### src/pkg/utd_pkg.sv
// package for the transmit dma control register block
package utd_pkg;

  // register byte offsets (no offsets printed; chosen locally)
  localparam logic [7:0] OFF_INT_VECTOR   = 8'h00;
  localparam logic [7:0] OFF_CONTROL      = 8'h04;
  localparam logic [7:0] OFF_TEARDOWN     = 8'h08;
  localparam logic [7:0] OFF_EOI          = 8'h0c;
  localparam logic [7:0] OFF_MASKED_STAT  = 8'h10;
  localparam logic [7:0] OFF_RAW_STAT     = 8'h14;
  localparam logic [7:0] OFF_IEN_SET      = 8'h18;
  localparam logic [7:0] OFF_IEN_CLEAR    = 8'h1c;
  localparam logic [7:0] OFF_RAW_CLEAR    = 8'h20;

  // field positions and channel count
  localparam int TD_READY_BIT  = 31;
  localparam int CTRL_ON_BIT   = 0;
  localparam int NUM_CHANNELS  = 4;

  // reset values
  localparam logic       RST_DMA_ON   = 1'b0;
  localparam logic [3:0] RST_ENABLES  = 4'h0;
  localparam logic [3:0] RST_RAW      = 4'h0;
  localparam logic [7:0] RST_EOI      = 8'h00;
  localparam logic [1:0] RST_TD_CHAN  = 2'h0;

  // register bus request
  typedef struct packed {
    logic [7:0]  addr;
    logic [31:0] wdata;
    logic        wr;
    logic        rd;
  } utd_bus_req_t;

  // teardown request handed to the dma engine
  typedef struct packed {
    logic       valid;
    logic [1:0] channel;
  } utd_teardown_t;

endpackage

### src/utd_regs.sv
// register block for the transmit dma control, teardown, eoi and completion status
//
// Function
// - read-only 32-bit register mirrors the interrupt vector input
// - control bit 0 enables transmit dma; other bits reserved
// - teardown bit 31 shows readiness; software writes only when ready
// - teardown bits 1:0 select channel to tear down
// - eoi write puts 8-bit value on vector output next cycle
// - each eoi write pulses eoi strobe for exactly one cycle
// - eoi strobe is output only; a still-pending source keeps tx_irq high as a level
// - raw status bits 3:0 set when channel packet transmit completes
// - masked status equals raw flags AND interrupt enables
// - four active-high completion interrupt enables, one per channel
// - enable-clear write of one clears the matching enable
`timescale 1ns/1ps
module utd_regs
  import utd_pkg::*;
(
  // clock and reset
  input  wire logic        ref_clk,
  input  wire logic        rst_n,
  // register port
  input  wire logic [7:0]  reg_addr,
  input  wire logic [31:0] reg_wdata,
  input  wire logic        reg_wr,
  input  wire logic        reg_rd,
  output      logic [31:0] reg_rdata,
  // core side
  input  wire logic [31:0] int_vector,
  input  wire logic [3:0]  tx_done,
  input  wire logic        td_accept,
  output      logic        tx_dma_on,
  output      logic        td_valid,
  output      logic [1:0]  td_channel,
  output      logic [7:0]  eoi_vector,
  output      logic        eoi_write,
  output      logic        tx_irq
);

  utd_bus_req_t  req;
  utd_teardown_t td_reg, td_next;
  logic          on_reg, on_next;
  logic [3:0]    ien_reg, ien_next;
  logic [3:0]    raw_reg, raw_next;
  logic [7:0]    eoi_reg, eoi_next;
  logic          eoiw_reg, eoiw_next;
  logic [31:0]   rdata_reg, rdata_next;
  logic [3:0]    masked;

  assign req = '{addr: reg_addr, wdata: reg_wdata, wr: reg_wr, rd: reg_rd};
  assign masked = raw_reg & ien_reg;

  // transmit dma enable
  always_comb begin
    on_next = on_reg;
    if (req.wr && req.addr == OFF_CONTROL) begin
      on_next = req.wdata[CTRL_ON_BIT];
    end
  end

  always_ff @(posedge ref_clk or negedge rst_n) begin
    if (!rst_n) begin
      on_reg <= RST_DMA_ON;
    end else begin
      on_reg <= on_next;
    end
  end

  a_dma_enable: assert property (@(posedge ref_clk) disable iff (!rst_n)
    reg_wr && reg_addr == OFF_CONTROL
    |=> tx_dma_on == $past(reg_wdata[0]))
    else $error("dma enable not written");
  a_ctrl_hold: assert property (@(posedge ref_clk) disable iff (!rst_n)
    !(reg_wr && reg_addr == OFF_CONTROL)
    |=> $stable(tx_dma_on))
    else $error("dma enable changed without write");
  a_ctrl_read: assert property (@(posedge ref_clk) disable iff (!rst_n)
    reg_rd && reg_addr == OFF_CONTROL
    |=> reg_rdata[0] == $past(tx_dma_on))
    else $error("control read wrong");
  a_ctrl_reserved: assert property (@(posedge ref_clk) disable iff (!rst_n)
    reg_rd && reg_addr == OFF_CONTROL
    |=> reg_rdata[31:1] == 31'h0)
    else $error("control reserved bits not zero");

  // teardown: one pending request, cleared when the engine accepts it
  always_comb begin
    td_next = td_reg;
    if (td_reg.valid && td_accept) begin
      td_next.valid = 1'b0;
    end
    // writes while busy are dropped so a pending request is not lost
    if (req.wr && req.addr == OFF_TEARDOWN && !td_reg.valid) begin
      td_next.valid   = 1'b1;
      td_next.channel = req.wdata[1:0];
    end
  end

  always_ff @(posedge ref_clk or negedge rst_n) begin
    if (!rst_n) begin
      td_reg <= '{valid: 1'b0, channel: RST_TD_CHAN};
    end else begin
      td_reg <= td_next;
    end
  end

  a_td_ready_read: assert property (@(posedge ref_clk) disable iff (!rst_n)
    reg_rd && reg_addr == OFF_TEARDOWN
    |=> reg_rdata[31] == !$past(td_valid))
    else $error("teardown ready wrong");
  a_td_channel: assert property (@(posedge ref_clk) disable iff (!rst_n)
    reg_wr && reg_addr == OFF_TEARDOWN && !td_valid
    |=> td_valid && td_channel == $past(reg_wdata[1:0]))
    else $error("teardown channel wrong");
  a_td_refused: assert property (@(posedge ref_clk) disable iff (!rst_n)
    reg_wr && reg_addr == OFF_TEARDOWN && td_valid && !td_accept
    |=> td_valid && $stable(td_channel))
    else $error("busy teardown write not refused");
  a_td_accept: assert property (@(posedge ref_clk) disable iff (!rst_n)
    td_valid && td_accept
    |=> !td_valid)
    else $error("accepted teardown still pending");
  a_td_hold: assert property (@(posedge ref_clk) disable iff (!rst_n)
    td_valid && !td_accept
    |=> td_valid)
    else $error("pending teardown lost");
  a_td_idle: assert property (@(posedge ref_clk) disable iff (!rst_n)
    !td_valid && !(reg_wr && reg_addr == OFF_TEARDOWN)
    |=> !td_valid)
    else $error("teardown raised without write");
  a_td_chan_read: assert property (@(posedge ref_clk) disable iff (!rst_n)
    reg_rd && reg_addr == OFF_TEARDOWN
    |=> reg_rdata[1:0] == $past(td_channel))
    else $error("teardown channel read wrong");
  a_td_reserved: assert property (@(posedge ref_clk) disable iff (!rst_n)
    reg_rd && reg_addr == OFF_TEARDOWN
    |=> reg_rdata[30:2] == 29'h0)
    else $error("teardown reserved bits not zero");
  a_td_chan_stable: assert property (@(posedge ref_clk) disable iff (!rst_n)
    !(reg_wr && reg_addr == OFF_TEARDOWN)
    |=> $stable(td_channel))
    else $error("teardown channel changed without write");

  // end of interrupt: vector register and one-cycle strobe
  always_comb begin
    eoi_next  = eoi_reg;
    eoiw_next = 1'b0;
    if (req.wr && req.addr == OFF_EOI) begin
      eoi_next  = req.wdata[7:0];
      eoiw_next = 1'b1;
    end
  end

  always_ff @(posedge ref_clk or negedge rst_n) begin
    if (!rst_n) begin
      eoi_reg  <= RST_EOI;
      eoiw_reg <= 1'b0;
    end else begin
      eoi_reg  <= eoi_next;
      eoiw_reg <= eoiw_next;
    end
  end

  a_eoi_vec_update: assert property (@(posedge ref_clk) disable iff (!rst_n)
    reg_wr && reg_addr == OFF_EOI
    |=> eoi_vector == $past(reg_wdata[7:0]))
    else $error("eoi vector not updated");
  a_eoi_one_pulse: assert property (@(posedge ref_clk) disable iff (!rst_n)
    reg_wr && reg_addr == OFF_EOI ##1 !(reg_wr && reg_addr == OFF_EOI)
    |=> !eoi_write)
    else $error("eoi strobe too long");
  a_eoi_pulse_cause: assert property (@(posedge ref_clk) disable iff (!rst_n)
    eoi_write
    |-> $past(reg_wr) && $past(reg_addr) == OFF_EOI)
    else $error("eoi strobe without write");
  a_eoi_vec_hold: assert property (@(posedge ref_clk) disable iff (!rst_n)
    !(reg_wr && reg_addr == OFF_EOI)
    |=> $stable(eoi_vector))
    else $error("eoi vector changed without write");
  a_eoi_strobe: assert property (@(posedge ref_clk) disable iff (!rst_n)
    reg_wr && reg_addr == OFF_EOI
    |=> eoi_write)
    else $error("eoi strobe missing");
  a_eoi_read: assert property (@(posedge ref_clk) disable iff (!rst_n)
    reg_rd && reg_addr == OFF_EOI
    |=> reg_rdata[7:0] == $past(eoi_vector))
    else $error("eoi read wrong");
  a_eoi_reserved: assert property (@(posedge ref_clk) disable iff (!rst_n)
    reg_rd && reg_addr == OFF_EOI
    |=> reg_rdata[31:8] == 24'h0)
    else $error("eoi reserved bits not zero");
  a_eoi_no_repeat: assert property (@(posedge ref_clk) disable iff (!rst_n)
    eoi_write
    |=> !eoi_write || $past(reg_wr && reg_addr == OFF_EOI))
    else $error("eoi strobe repeated");

  // completion interrupt enables, written through set and clear addresses
  always_comb begin
    ien_next = ien_reg;
    if (req.wr && req.addr == OFF_IEN_SET) begin
      ien_next = ien_reg | req.wdata[3:0];
    end
    if (req.wr && req.addr == OFF_IEN_CLEAR) begin
      ien_next = ien_reg & ~req.wdata[3:0];
    end
  end

  always_ff @(posedge ref_clk or negedge rst_n) begin
    if (!rst_n) begin
      ien_reg <= RST_ENABLES;
    end else begin
      ien_reg <= ien_next;
    end
  end

  a_ien_set: assert property (@(posedge ref_clk) disable iff (!rst_n)
    reg_wr && reg_addr == OFF_IEN_SET
    |=> ien_reg == ($past(ien_reg) | $past(reg_wdata[3:0])))
    else $error("enable set wrong");
  a_ien_clear: assert property (@(posedge ref_clk) disable iff (!rst_n)
    reg_wr && reg_addr == OFF_IEN_CLEAR
    |=> ien_reg == ($past(ien_reg) & ~$past(reg_wdata[3:0])))
    else $error("enable clear wrong");
  a_ien_hold: assert property (@(posedge ref_clk) disable iff (!rst_n)
    !(reg_wr && (reg_addr == OFF_IEN_SET || reg_addr == OFF_IEN_CLEAR))
    |=> $stable(ien_reg))
    else $error("enables changed without write");
  a_ien_read_set: assert property (@(posedge ref_clk) disable iff (!rst_n)
    reg_rd && reg_addr == OFF_IEN_SET
    |=> reg_rdata == {28'h0, $past(ien_reg)})
    else $error("enable read wrong");
  a_ien_read_clear: assert property (@(posedge ref_clk) disable iff (!rst_n)
    reg_rd && reg_addr == OFF_IEN_CLEAR
    |=> reg_rdata == {28'h0, $past(ien_reg)})
    else $error("enable read through clear wrong");

  // raw completion flags
  always_comb begin
    raw_next = raw_reg;
    if (req.wr && req.addr == OFF_RAW_CLEAR) begin
      raw_next = raw_reg & ~req.wdata[3:0];
    end
    // completion sets win over a same-cycle clear
    raw_next = raw_next | tx_done;
  end

  always_ff @(posedge ref_clk or negedge rst_n) begin
    if (!rst_n) begin
      raw_reg <= RST_RAW;
    end else begin
      raw_reg <= raw_next;
    end
  end

  a_raw_set: assert property (@(posedge ref_clk) disable iff (!rst_n)
    tx_done != 4'h0
    |=> (raw_reg & $past(tx_done)) == $past(tx_done))
    else $error("raw flag not set");
  a_raw_sticky: assert property (@(posedge ref_clk) disable iff (!rst_n)
    !(reg_wr && reg_addr == OFF_RAW_CLEAR)
    |=> (raw_reg & $past(raw_reg)) == $past(raw_reg))
    else $error("raw flag lost");
  a_raw_only_done: assert property (@(posedge ref_clk) disable iff (!rst_n)
    tx_done == 4'h0
    |=> (raw_reg & ~$past(raw_reg)) == 4'h0)
    else $error("raw flag set without completion");
  a_raw_read: assert property (@(posedge ref_clk) disable iff (!rst_n)
    reg_rd && reg_addr == OFF_RAW_STAT
    |=> reg_rdata == {28'h0, $past(raw_reg)})
    else $error("raw status read wrong");
  a_raw_clear: assert property (@(posedge ref_clk) disable iff (!rst_n)
    reg_wr && reg_addr == OFF_RAW_CLEAR && tx_done == 4'h0
    |=> raw_reg == ($past(raw_reg) & ~$past(reg_wdata[3:0])))
    else $error("raw clear wrong");

  // read data: registered, zero outside the cycle after a read
  always_comb begin
    rdata_next = 32'h0000_0000;
    if (req.rd) begin
      unique case (req.addr)
        OFF_INT_VECTOR:  rdata_next = int_vector;
        OFF_CONTROL:     rdata_next = {31'h0, on_reg};
        OFF_TEARDOWN:    rdata_next = {~td_reg.valid, 29'h0, td_reg.channel};
        OFF_EOI:         rdata_next = {24'h0, eoi_reg};
        OFF_MASKED_STAT: rdata_next = {28'h0, masked};
        OFF_RAW_STAT:    rdata_next = {28'h0, raw_reg};
        OFF_IEN_SET:     rdata_next = {28'h0, ien_reg};
        OFF_IEN_CLEAR:   rdata_next = {28'h0, ien_reg};
        default:         rdata_next = 32'h0000_0000;
      endcase
    end
  end

  always_ff @(posedge ref_clk or negedge rst_n) begin
    if (!rst_n) begin
      rdata_reg <= 32'h0000_0000;
    end else begin
      rdata_reg <= rdata_next;
    end
  end

  a_vec_read: assert property (@(posedge ref_clk) disable iff (!rst_n)
    reg_rd && reg_addr == OFF_INT_VECTOR
    |=> reg_rdata == $past(int_vector))
    else $error("vector read wrong");
  a_rdata_idle: assert property (@(posedge ref_clk) disable iff (!rst_n)
    !reg_rd
    |=> reg_rdata == 32'h0000_0000)
    else $error("read data without read");
  a_unmapped_read: assert property (@(posedge ref_clk) disable iff (!rst_n)
    reg_rd && reg_addr > OFF_RAW_CLEAR
    |=> reg_rdata == 32'h0000_0000)
    else $error("unmapped read not zero");

  assign reg_rdata  = rdata_reg;
  assign tx_dma_on  = on_reg;
  assign td_valid   = td_reg.valid;
  assign td_channel = td_reg.channel;
  assign eoi_vector = eoi_reg;
  assign eoi_write  = eoiw_reg;
  assign tx_irq     = |masked;

  a_masked_read: assert property (@(posedge ref_clk) disable iff (!rst_n)
    reg_rd && reg_addr == OFF_MASKED_STAT
    |=> reg_rdata == {28'h0, $past(raw_reg) & $past(ien_reg)})
    else $error("masked status wrong");
  a_masked_reserved: assert property (@(posedge ref_clk) disable iff (!rst_n)
    reg_rd && reg_addr == OFF_MASKED_STAT
    |=> reg_rdata[31:4] == 28'h0)
    else $error("masked reserved bits not zero");
  a_irq_level: assert property (@(posedge ref_clk) disable iff (!rst_n)
    1'b1
    |-> tx_irq == |(raw_reg & ien_reg))
    else $error("irq level wrong");
  a_irq_masked_off: assert property (@(posedge ref_clk) disable iff (!rst_n)
    ien_reg == 4'h0
    |-> !tx_irq)
    else $error("irq with all enables off");

  c_eoi_write: cover property (@(posedge ref_clk) disable iff (!rst_n) eoi_write);
  c_teardown: cover property (@(posedge ref_clk) disable iff (!rst_n) td_valid ##[1:20] !td_valid);
  c_irq: cover property (@(posedge ref_clk) disable iff (!rst_n) tx_irq ##[1:50] !tx_irq);
  c_td_refused: cover property (@(posedge ref_clk) disable iff (!rst_n) reg_wr && reg_addr == OFF_TEARDOWN && td_valid);
  c_raw_collide: cover property (@(posedge ref_clk) disable iff (!rst_n) reg_wr && reg_addr == OFF_RAW_CLEAR && tx_done != 4'h0);

endmodule // utd_regs

### config.mk
export PLATFORM = sky130hd
export DESIGN_NAME = utd_regs
export DESIGN_NICKNAME = d
export VERILOG_FILES = /design/src/pkg/utd_pkg.sv /design/src/utd_regs.sv
export SDC_FILE = /design/constraint.sdc
export NUM_CORES = 1
export LEC_CHECK = 0
export BUFFER_PORTS_ARGS = -buffer_cell sky130_fd_sc_hd__buf_2
export CAP_MARGIN = 10
export CORE_MARGIN = 10
export CORE_UTILIZATION = 41
export CTS_BUF_LIST = sky130_fd_sc_hd__clkbuf_4 sky130_fd_sc_hd__clkbuf_8
export DETAILED_ROUTE_END_ITERATION = 7
export GPL_ROUTABILITY_DRIVEN = 0
export HOLD_SLACK_MARGIN = 0.12
export PLACE_DENSITY = 0.89
export SETUP_SLACK_MARGIN = 0.05
export SLEW_MARGIN = 20
export SYNTH_ARGS = -nofsm -noshare
export SYNTH_HDL_FRONTEND = slang
export SYNTH_SLANG_ARGS = --single-unit
export TNS_END_PERCENT = 1
### constraint.sdc
create_clock -name ref_clk -period 1.1 [get_ports ref_clk]
set_clock_uncertainty 0.15 [all_clocks]
set_input_delay 0 -clock ref_clk [delete_from_list [all_inputs] [get_ports ref_clk]]
set_output_delay 0 -clock ref_clk [all_outputs]
set_load 0.03 [all_outputs]
==> results of run 1 <==
[per-stage QoR]
stage / power [mW] / TNS (ns) / hold slack (ns) / setup slack (ns) / std cells
final: 3.93 / -0.790 / -0.152 / -0.245 / 415
after global routing: 4.07 / -1.22 / -0.157 / -0.317 / 415
after CTS: 3.92 / -0.869 / -0.0663 / -0.247 / 415
after detailed placement: 2.43 / -13.09 / -0.259 / -0.353 / 359
after global placement: 2.42 / -12.26 / -0.272 / -0.319 / 359
after floorplan: 2.17 / -4.77 / -0.446 / -0.165 / 174
[kinds of logic (layout without fill, tap and decap cells)]
logic type / count (synthesis) / count (layout) / share of synthesized area
simple gates: 65 / 65 / 0.177
flops: 53 / 53 / 0.606
compound gates: 23 / 23 / 0.0783
mux: 19 / 19 / 0.107
buf+inv: 14 / 185 / 0.0309
[how the worst max path moves through the flow]
stage                    end  slack, ns  cells past startpoint
2_1_floorplan  eoi_vector[0]      -0.17                      5
3_3_place_gp   eoi_vector[2]      -0.32                      5
3_5_place_dp   eoi_vector[0]      -0.35                      5
4_1_cts               tx_irq      -0.25                      4
5_1_grt               tx_irq      -0.32                      4
6_report              tx_irq      -0.25                      4
[where the power goes]
part / switching, mW / leakage (nW) / internal [mW]
clock: 0.658 / 0.0585 / 0.682
sequential: 0.0286 / 0.696 / 1.98
combinational: 0.255 / 1.21 / 0.328
[layout make-up]
type / instances / share of cell area
tap: 70 / 0.0236
clock inverter: 3 / 0.0118
timing repair buffer: 171 / 0.351
sequential: 53 / 0.358
multi-input combinational: 107 / 0.231
clock buffer: 5 / 0.0186
inverter: 6 / 0.00607
[per-layer routing]
layer / up-vias / track usage
li1: 939 / -
met1: 1004 / 0.178
met2: 113 / 0.291
met3: 25 / 0.0592
met4: 0 / 0.0321
met5: - / 0
[worst max-delay path, delay by kind of cell (launching register included)]
family	cells	cell delay (ns)
DFF	1	0.41
AOI/OAI and AO/OA	1	0.10
and+or+nand+nor	1	0.09
buffers and inverters	2	0.28
[cell usage in the layout (no fill, tap or decap), types with 3 or more instances in the layout]
cell type,count
mux2_4,9
nand2_1,15
buf_4,17
o211ai_1,3
nand3_1,4
dfrtp_1,52
buf_6,19
buf_2,85
dlygate4sd3_1,45
mux2i_1,7
a31oi_1,3
and2_1,23
a32o_1,4
a21o_1,6
clkbuf_8,5
inv_1,6
mux2_2,3
[repair_timing]
action,4_1_cts,5_1_grt
endpoints found under the hold margin,106,31
buffers inserted,2,0
gates resized for setup,34,26
pin swaps,5,5
endpoints found under the setup margin,27,66
==> run_results.csv, run 1 <==
group,metric,value,unit
outcome,status,"complete, but fails checks",
outcome,violations,"hold timing, setup timing",
worst_setup_path,cpMaxStageDelayCell,"dfrtp_1",
place,placed_cell_area,2940,µm²
floorplan,ios,127,
clocking,cts.clk_slew.worst_paths,0.10,ns
worst_setup_path,path_cells,"buf_6 -> a22oi_2 -> nand2_1 -> buf_6",
sta,hold_viol_final,12,
worst_hold_path,hold_depth,3,
finish,final_nets,425,
synthesis,ys_seq_area_frac,0.606,
drt,vias,2081,
synthesis,synth-main-ff-cell,"dfrtp_1",
drt,via_per_inst,5.01,
sta,drv_slew,0,
sta,setup_viol,11,
clocking,cts_tree,"built",
flow_run,cap_violations,0,
synthesis,synthesis.area,2190,µm²
drt,wl_met3,687,µm
finish,drive_gt1_frac,0.467,
place,place.detailed.hpwl,4950,µm
drt,met2_length,3810,µm
worst_setup_path,critPathLaunchType,"flip-flop",
synthesis,ys_types,35,
synthesis,ys_async_sr_fraction,1.00,
global_route,grt_overflow_total,0,
clocking,holdBufCountCts,46,
sta,period_share,1.22,
sta,finalCriticalPeriod,1.35,ns
worst_hold_path,min_path_type,"in -> reg",
sta,whs,-0.152,ns
pwr,power_leakage,1.97,nW
synthesis,syn_avg_cell_area,12.6,µm²
worst_setup_path,reg2reg_depth,4,
sta,tightest_slew,0.349,ns
drt,wl_per_cell,17.9,µm
worst_setup_path,rrSetupSlack,-0.17,ns
finish,nFillCells,353,
clocking,cts-buffers-inserted,5,
pwr,irDropWorstVdd,0.454,mV
synthesis,synth.net_count,255,
finish,area_growth,69.5,%
floorplan,start_util,0.426,
drt,drc,0,
sta,fmax,743,MHz
sta,fin_ws,-0.245,ns
global_route,grt.total_usage,0.161,
finish,final_cell_area,3710,µm²
global_route,grt_pass1_wl,11200,µm
worst_setup_path,cp.required,0.95,ns
worst_setup_path,cp.arrival,1.20,ns
worst_setup_path,endpoint_kind,"output pin",
global_route,grt_start_max_net_pins,45,
place,io_buffers,102,
synthesis,syn_inst,174,
synthesis,ys_seq_elements,53,
finish,multi_input_area,858,µm²
floorplan,rows,26,
drt,wl,7430,µm
synthesis,yosysTopAreaCell,"dfrtp_1",
sta,rsz0062_at_grt,"yes",
worst_setup_path,r2r-end,"reg_rdata[1]",
global_route,grt_pass1_vias,2242,
drt,dr.pass1.iters,5,
clocking,cts_sinks,53,
drt,postRouteAntennaNets,0,
worst_setup_path,crit_fanout,2,
worst_setup_path,cpPeakStageDelay,0.41,ns
global_route,antenna_found_initial,0,
worst_setup_path,timing.rr.start,"raw_reg[1]",
floorplan,die_h,93.1,µm
clocking,cts-root-buf,"clkbuf_8",
finish,antennaDiodeCount,0,
finish,ff_latch_area,1330,µm²
drt,maxUsedRoutingLayer,"met4",
clocking,cts_max_path_buffers,2,
clocking,htree_levels,2,
worst_setup_path,crit_top_cell,"buf_6",
synthesis,ys_warn_count,0,
clocking,clkLatencyLatePin,0.31,ns
finish,largest_reg_flops,32,
pwr,power.density,1060,nW/µm²
synthesis,yosys.area.top_type_share,0.606,
floorplan,core-area,5140,µm²
synthesis,ys_top_cells_by_area,"dfrtp_1 (61%), and2_1 (6.6%), mux2_4 (5.5%)",
synthesis,yosysMostFrequentCell,"dfrtp_1",
worst_hold_path,hold_end,"reg_rdata[31]",
drt,drt_iter0_markers,131,
drt,m1WireLength,2770,µm
worst_setup_path,crit_type,"reg -> out",
worst_setup_path,crit_start,"raw_reg[1]",
sta,slew_headroom,0.764,
finish,final_util,0.722,
synthesis,ys_top_cells_by_count,"dfrtp_1 (53), and2_1 (23), nand2_1 (16)",
floorplan,die_w,93.1,µm
worst_hold_path,min_from,"reg_addr[4]",
synthesis,synth-edff-count,0,
floorplan,die_area,8660,µm²
(Power assumes the default switching activity.)
==> run 2, diff against run 1 <==
--- a/config.mk
+++ b/config.mk
@@ -14,7 +14,6 @@
 export GPL_ROUTABILITY_DRIVEN = 0
 export HOLD_SLACK_MARGIN = 0.12
 export PLACE_DENSITY = 0.89
-export SETUP_SLACK_MARGIN = 0.05
 export SLEW_MARGIN = 20
 export SYNTH_ARGS = -nofsm -noshare
 export SYNTH_HDL_FRONTEND = slang
==> run_results.csv, run 2 (synthesis gave the netlist of run 1 again) <==
group,metric,value,unit
drt,via_per_inst,4.82,
sta,rsz0062_at_grt,"yes",
place,dp.cells,359,
floorplan,die_h,93.1,µm
pwr,p_int,2.97,mW
clocking,clkLatencyLatePin,0.31,ns
clocking,htree_levels,2,
finish,area_growth,67.6,%
pwr,power_frac_seq,0.514,
place,place.detailed.hpwl,4950,µm
global_route,grt_pass1_vias,2276,
pwr,power_leakage,1.98,nW
global_route,grt_pass1_wl,11500,µm
drt,dr.pass1.iters,4,
clocking,cts-root-buf,"clkbuf_8",
sta,slew_headroom,0.814,
worst_setup_path,critPathBufInv,2,
place,placed_cell_area,2940,µm²
finish,multi_input_area,841,µm²
clocking,cts_sinks,53,
place,post-place-ws,-0.353,ns
pwr,irDropWorstVdd,0.447,mV
finish,ff_latch_area,1330,µm²
drt,vias,2010,
pwr,combinationalPowerShare,0.145,
outcome,status,"complete, but fails checks",
clocking,cts.clk_slew.worst_paths,0.10,ns
worst_setup_path,crit_top_cell,"buf_6",
drt,drt_iter0_markers,106,
flow_run,cap_violations,0,
outcome,violations,"hold timing, setup timing",
worst_setup_path,cp.arrival,1.19,ns
global_route,grt_overflow_total,0,
clocking,cts_max_path_buffers,2,
floorplan,die_w,93.1,µm
finish,largest_reg_flops,32,
floorplan,core-area,5140,µm²
sta,period_share,1.22,
finish,drive_gt1_frac,0.452,
worst_setup_path,crit_fanout,2,
worst_setup_path,cpPeakStageDelay,0.41,ns
drt,wl,7210,µm
drt,postRouteAntennaNets,0,
finish,final_cell_area,3670,µm²
drt,drc,0,
sta,setup_viol,11,
worst_setup_path,crit_type,"reg -> out",
worst_setup_path,cpMaxStageDelayCell,"dfrtp_1",
worst_setup_path,cp.required,0.95,ns
pwr,switching_share,0.236,
sta,fin_ws,-0.242,ns
pwr,clkPwrFrac,0.341,
sta,drv_slew,0,
worst_setup_path,endpoint_kind,"output pin",
sta,fmax,745,MHz
finish,antennaDiodeCount,0,
global_route,antenna_found_initial,0,
floorplan,die_area,8660,µm²
drt,wl_per_cell,17.3,µm
worst_setup_path,crit_family,"flip-flops",
worst_hold_path,min_path_type,"in -> async",
worst_setup_path,path_cells,"buf_6 -> a22oi_2 -> nand2_1 -> buf_6",
finish,final_common_cell,"buf_2",
finish,fin_cells,417,
finish,final_nets,427,
floorplan,rows,26,
finish,nFillCells,362,
pwr,power.density,1060,nW/µm²
sta,whs,-0.0532,ns
pwr,power,3.89,mW
finish,layout_common_cells,"buf_2 (91), dfrtp_1 (52), dlygate4sd3_1 (45)",
sta,finalCriticalPeriod,1.34,ns
pwr,p_sw,0.919,mW
clocking,cts-buffers-inserted,5,
global_route,grt_start_max_net_pins,45,
place,io_buffers,102,
sta,tightest_slew,0.277,ns
global_route,grt.total_usage,0.166,
sta,hold_viol_final,10,
worst_setup_path,critPathLaunchType,"flip-flop",
clocking,cts_tree,"built",
clocking,holdBufCountCts,48,
floorplan,start_util,0.426,
floorplan,ios,127,
run 2: cell count changes in the layout (fill, tap and decap cells not counted), sizes merged:
cell	change
buf	-1
dlymetal6s4s	+2
clkbuf	+1
run 2: final timing paths:
path,from,to,slack [ns],depth (start not counted)
worst max-delay path,raw_reg[1],tx_irq,-0.24,4
min in group ref_clk,reg_wr,eoi_write,-0.05,4
max in group asynchronous,rst_n,reg_rdata[14],0.34,3
worst max register to register,raw_reg[1],reg_rdata[1],-0.19,4
worst min-delay path,rst_n,eoi_vector[7],-0.05,2
worst min register to register,flip-flop,flip-flop,0.41,2
run 2: cell type report:
| class | instances | share of cell area |
|---|---|---|
| clock buffers | 5 | 0.0188 |
| clock inverters | 3 | 0.0119 |
| inverters | 6 | 0.00614 |
| multi-input cells | 107 | 0.229 |
| flip-flops and latches | 53 | 0.362 |
| well taps | 70 | 0.0239 |
| repair buffers | 173 | 0.348 |
run 2: per-layer routing:
| metal | track usage | share of wire | up-vias |
|---|---|---|---|
| met5 | 0 | 0 | - |
| met4 | 0.0334 | 0.0097 | 0 |
| met3 | 0.0616 | 0.080 | 10 |
| met2 | 0.303 | 0.51 | 77 |
| met1 | 0.180 | 0.40 | 980 |
| li1 | - | - | 943 |
run 2: power by group through the flow:
stage | registers [mW] | logic (mW) | clock network, mW
2_1_floorplan | 2.08 | 0.0959 | 0
3_3_place_gp | 2.03 | 0.381 | 0
3_5_place_dp | 2.04 | 0.393 | 0
4_1_cts | 2.00 | 0.546 | 1.36
5_1_grt | 2.01 | 0.608 | 1.44
6_report | 2.00 | 0.564 | 1.33
run 2: what timing repair did:
action | 4_1_cts | 5_1_grt
resized for setup | 23 | 20
endpoints found under the hold margin | 106 | 27
endpoints found under the setup margin | 21 | 30
pin swaps | 2 | 1
setup buffers | 2 | 0
run 2: metrics by stage:
stage | util | TNS (ns)
4_1_cts | 0.704 | -1.37
3_3_place_gp | 0.571 | -12.26
3_5_place_dp | 0.571 | -13.09
2_1_floorplan | - | -4.77
5_1_grt | 0.713 | -1.21
6_report | 0.713 | -0.756
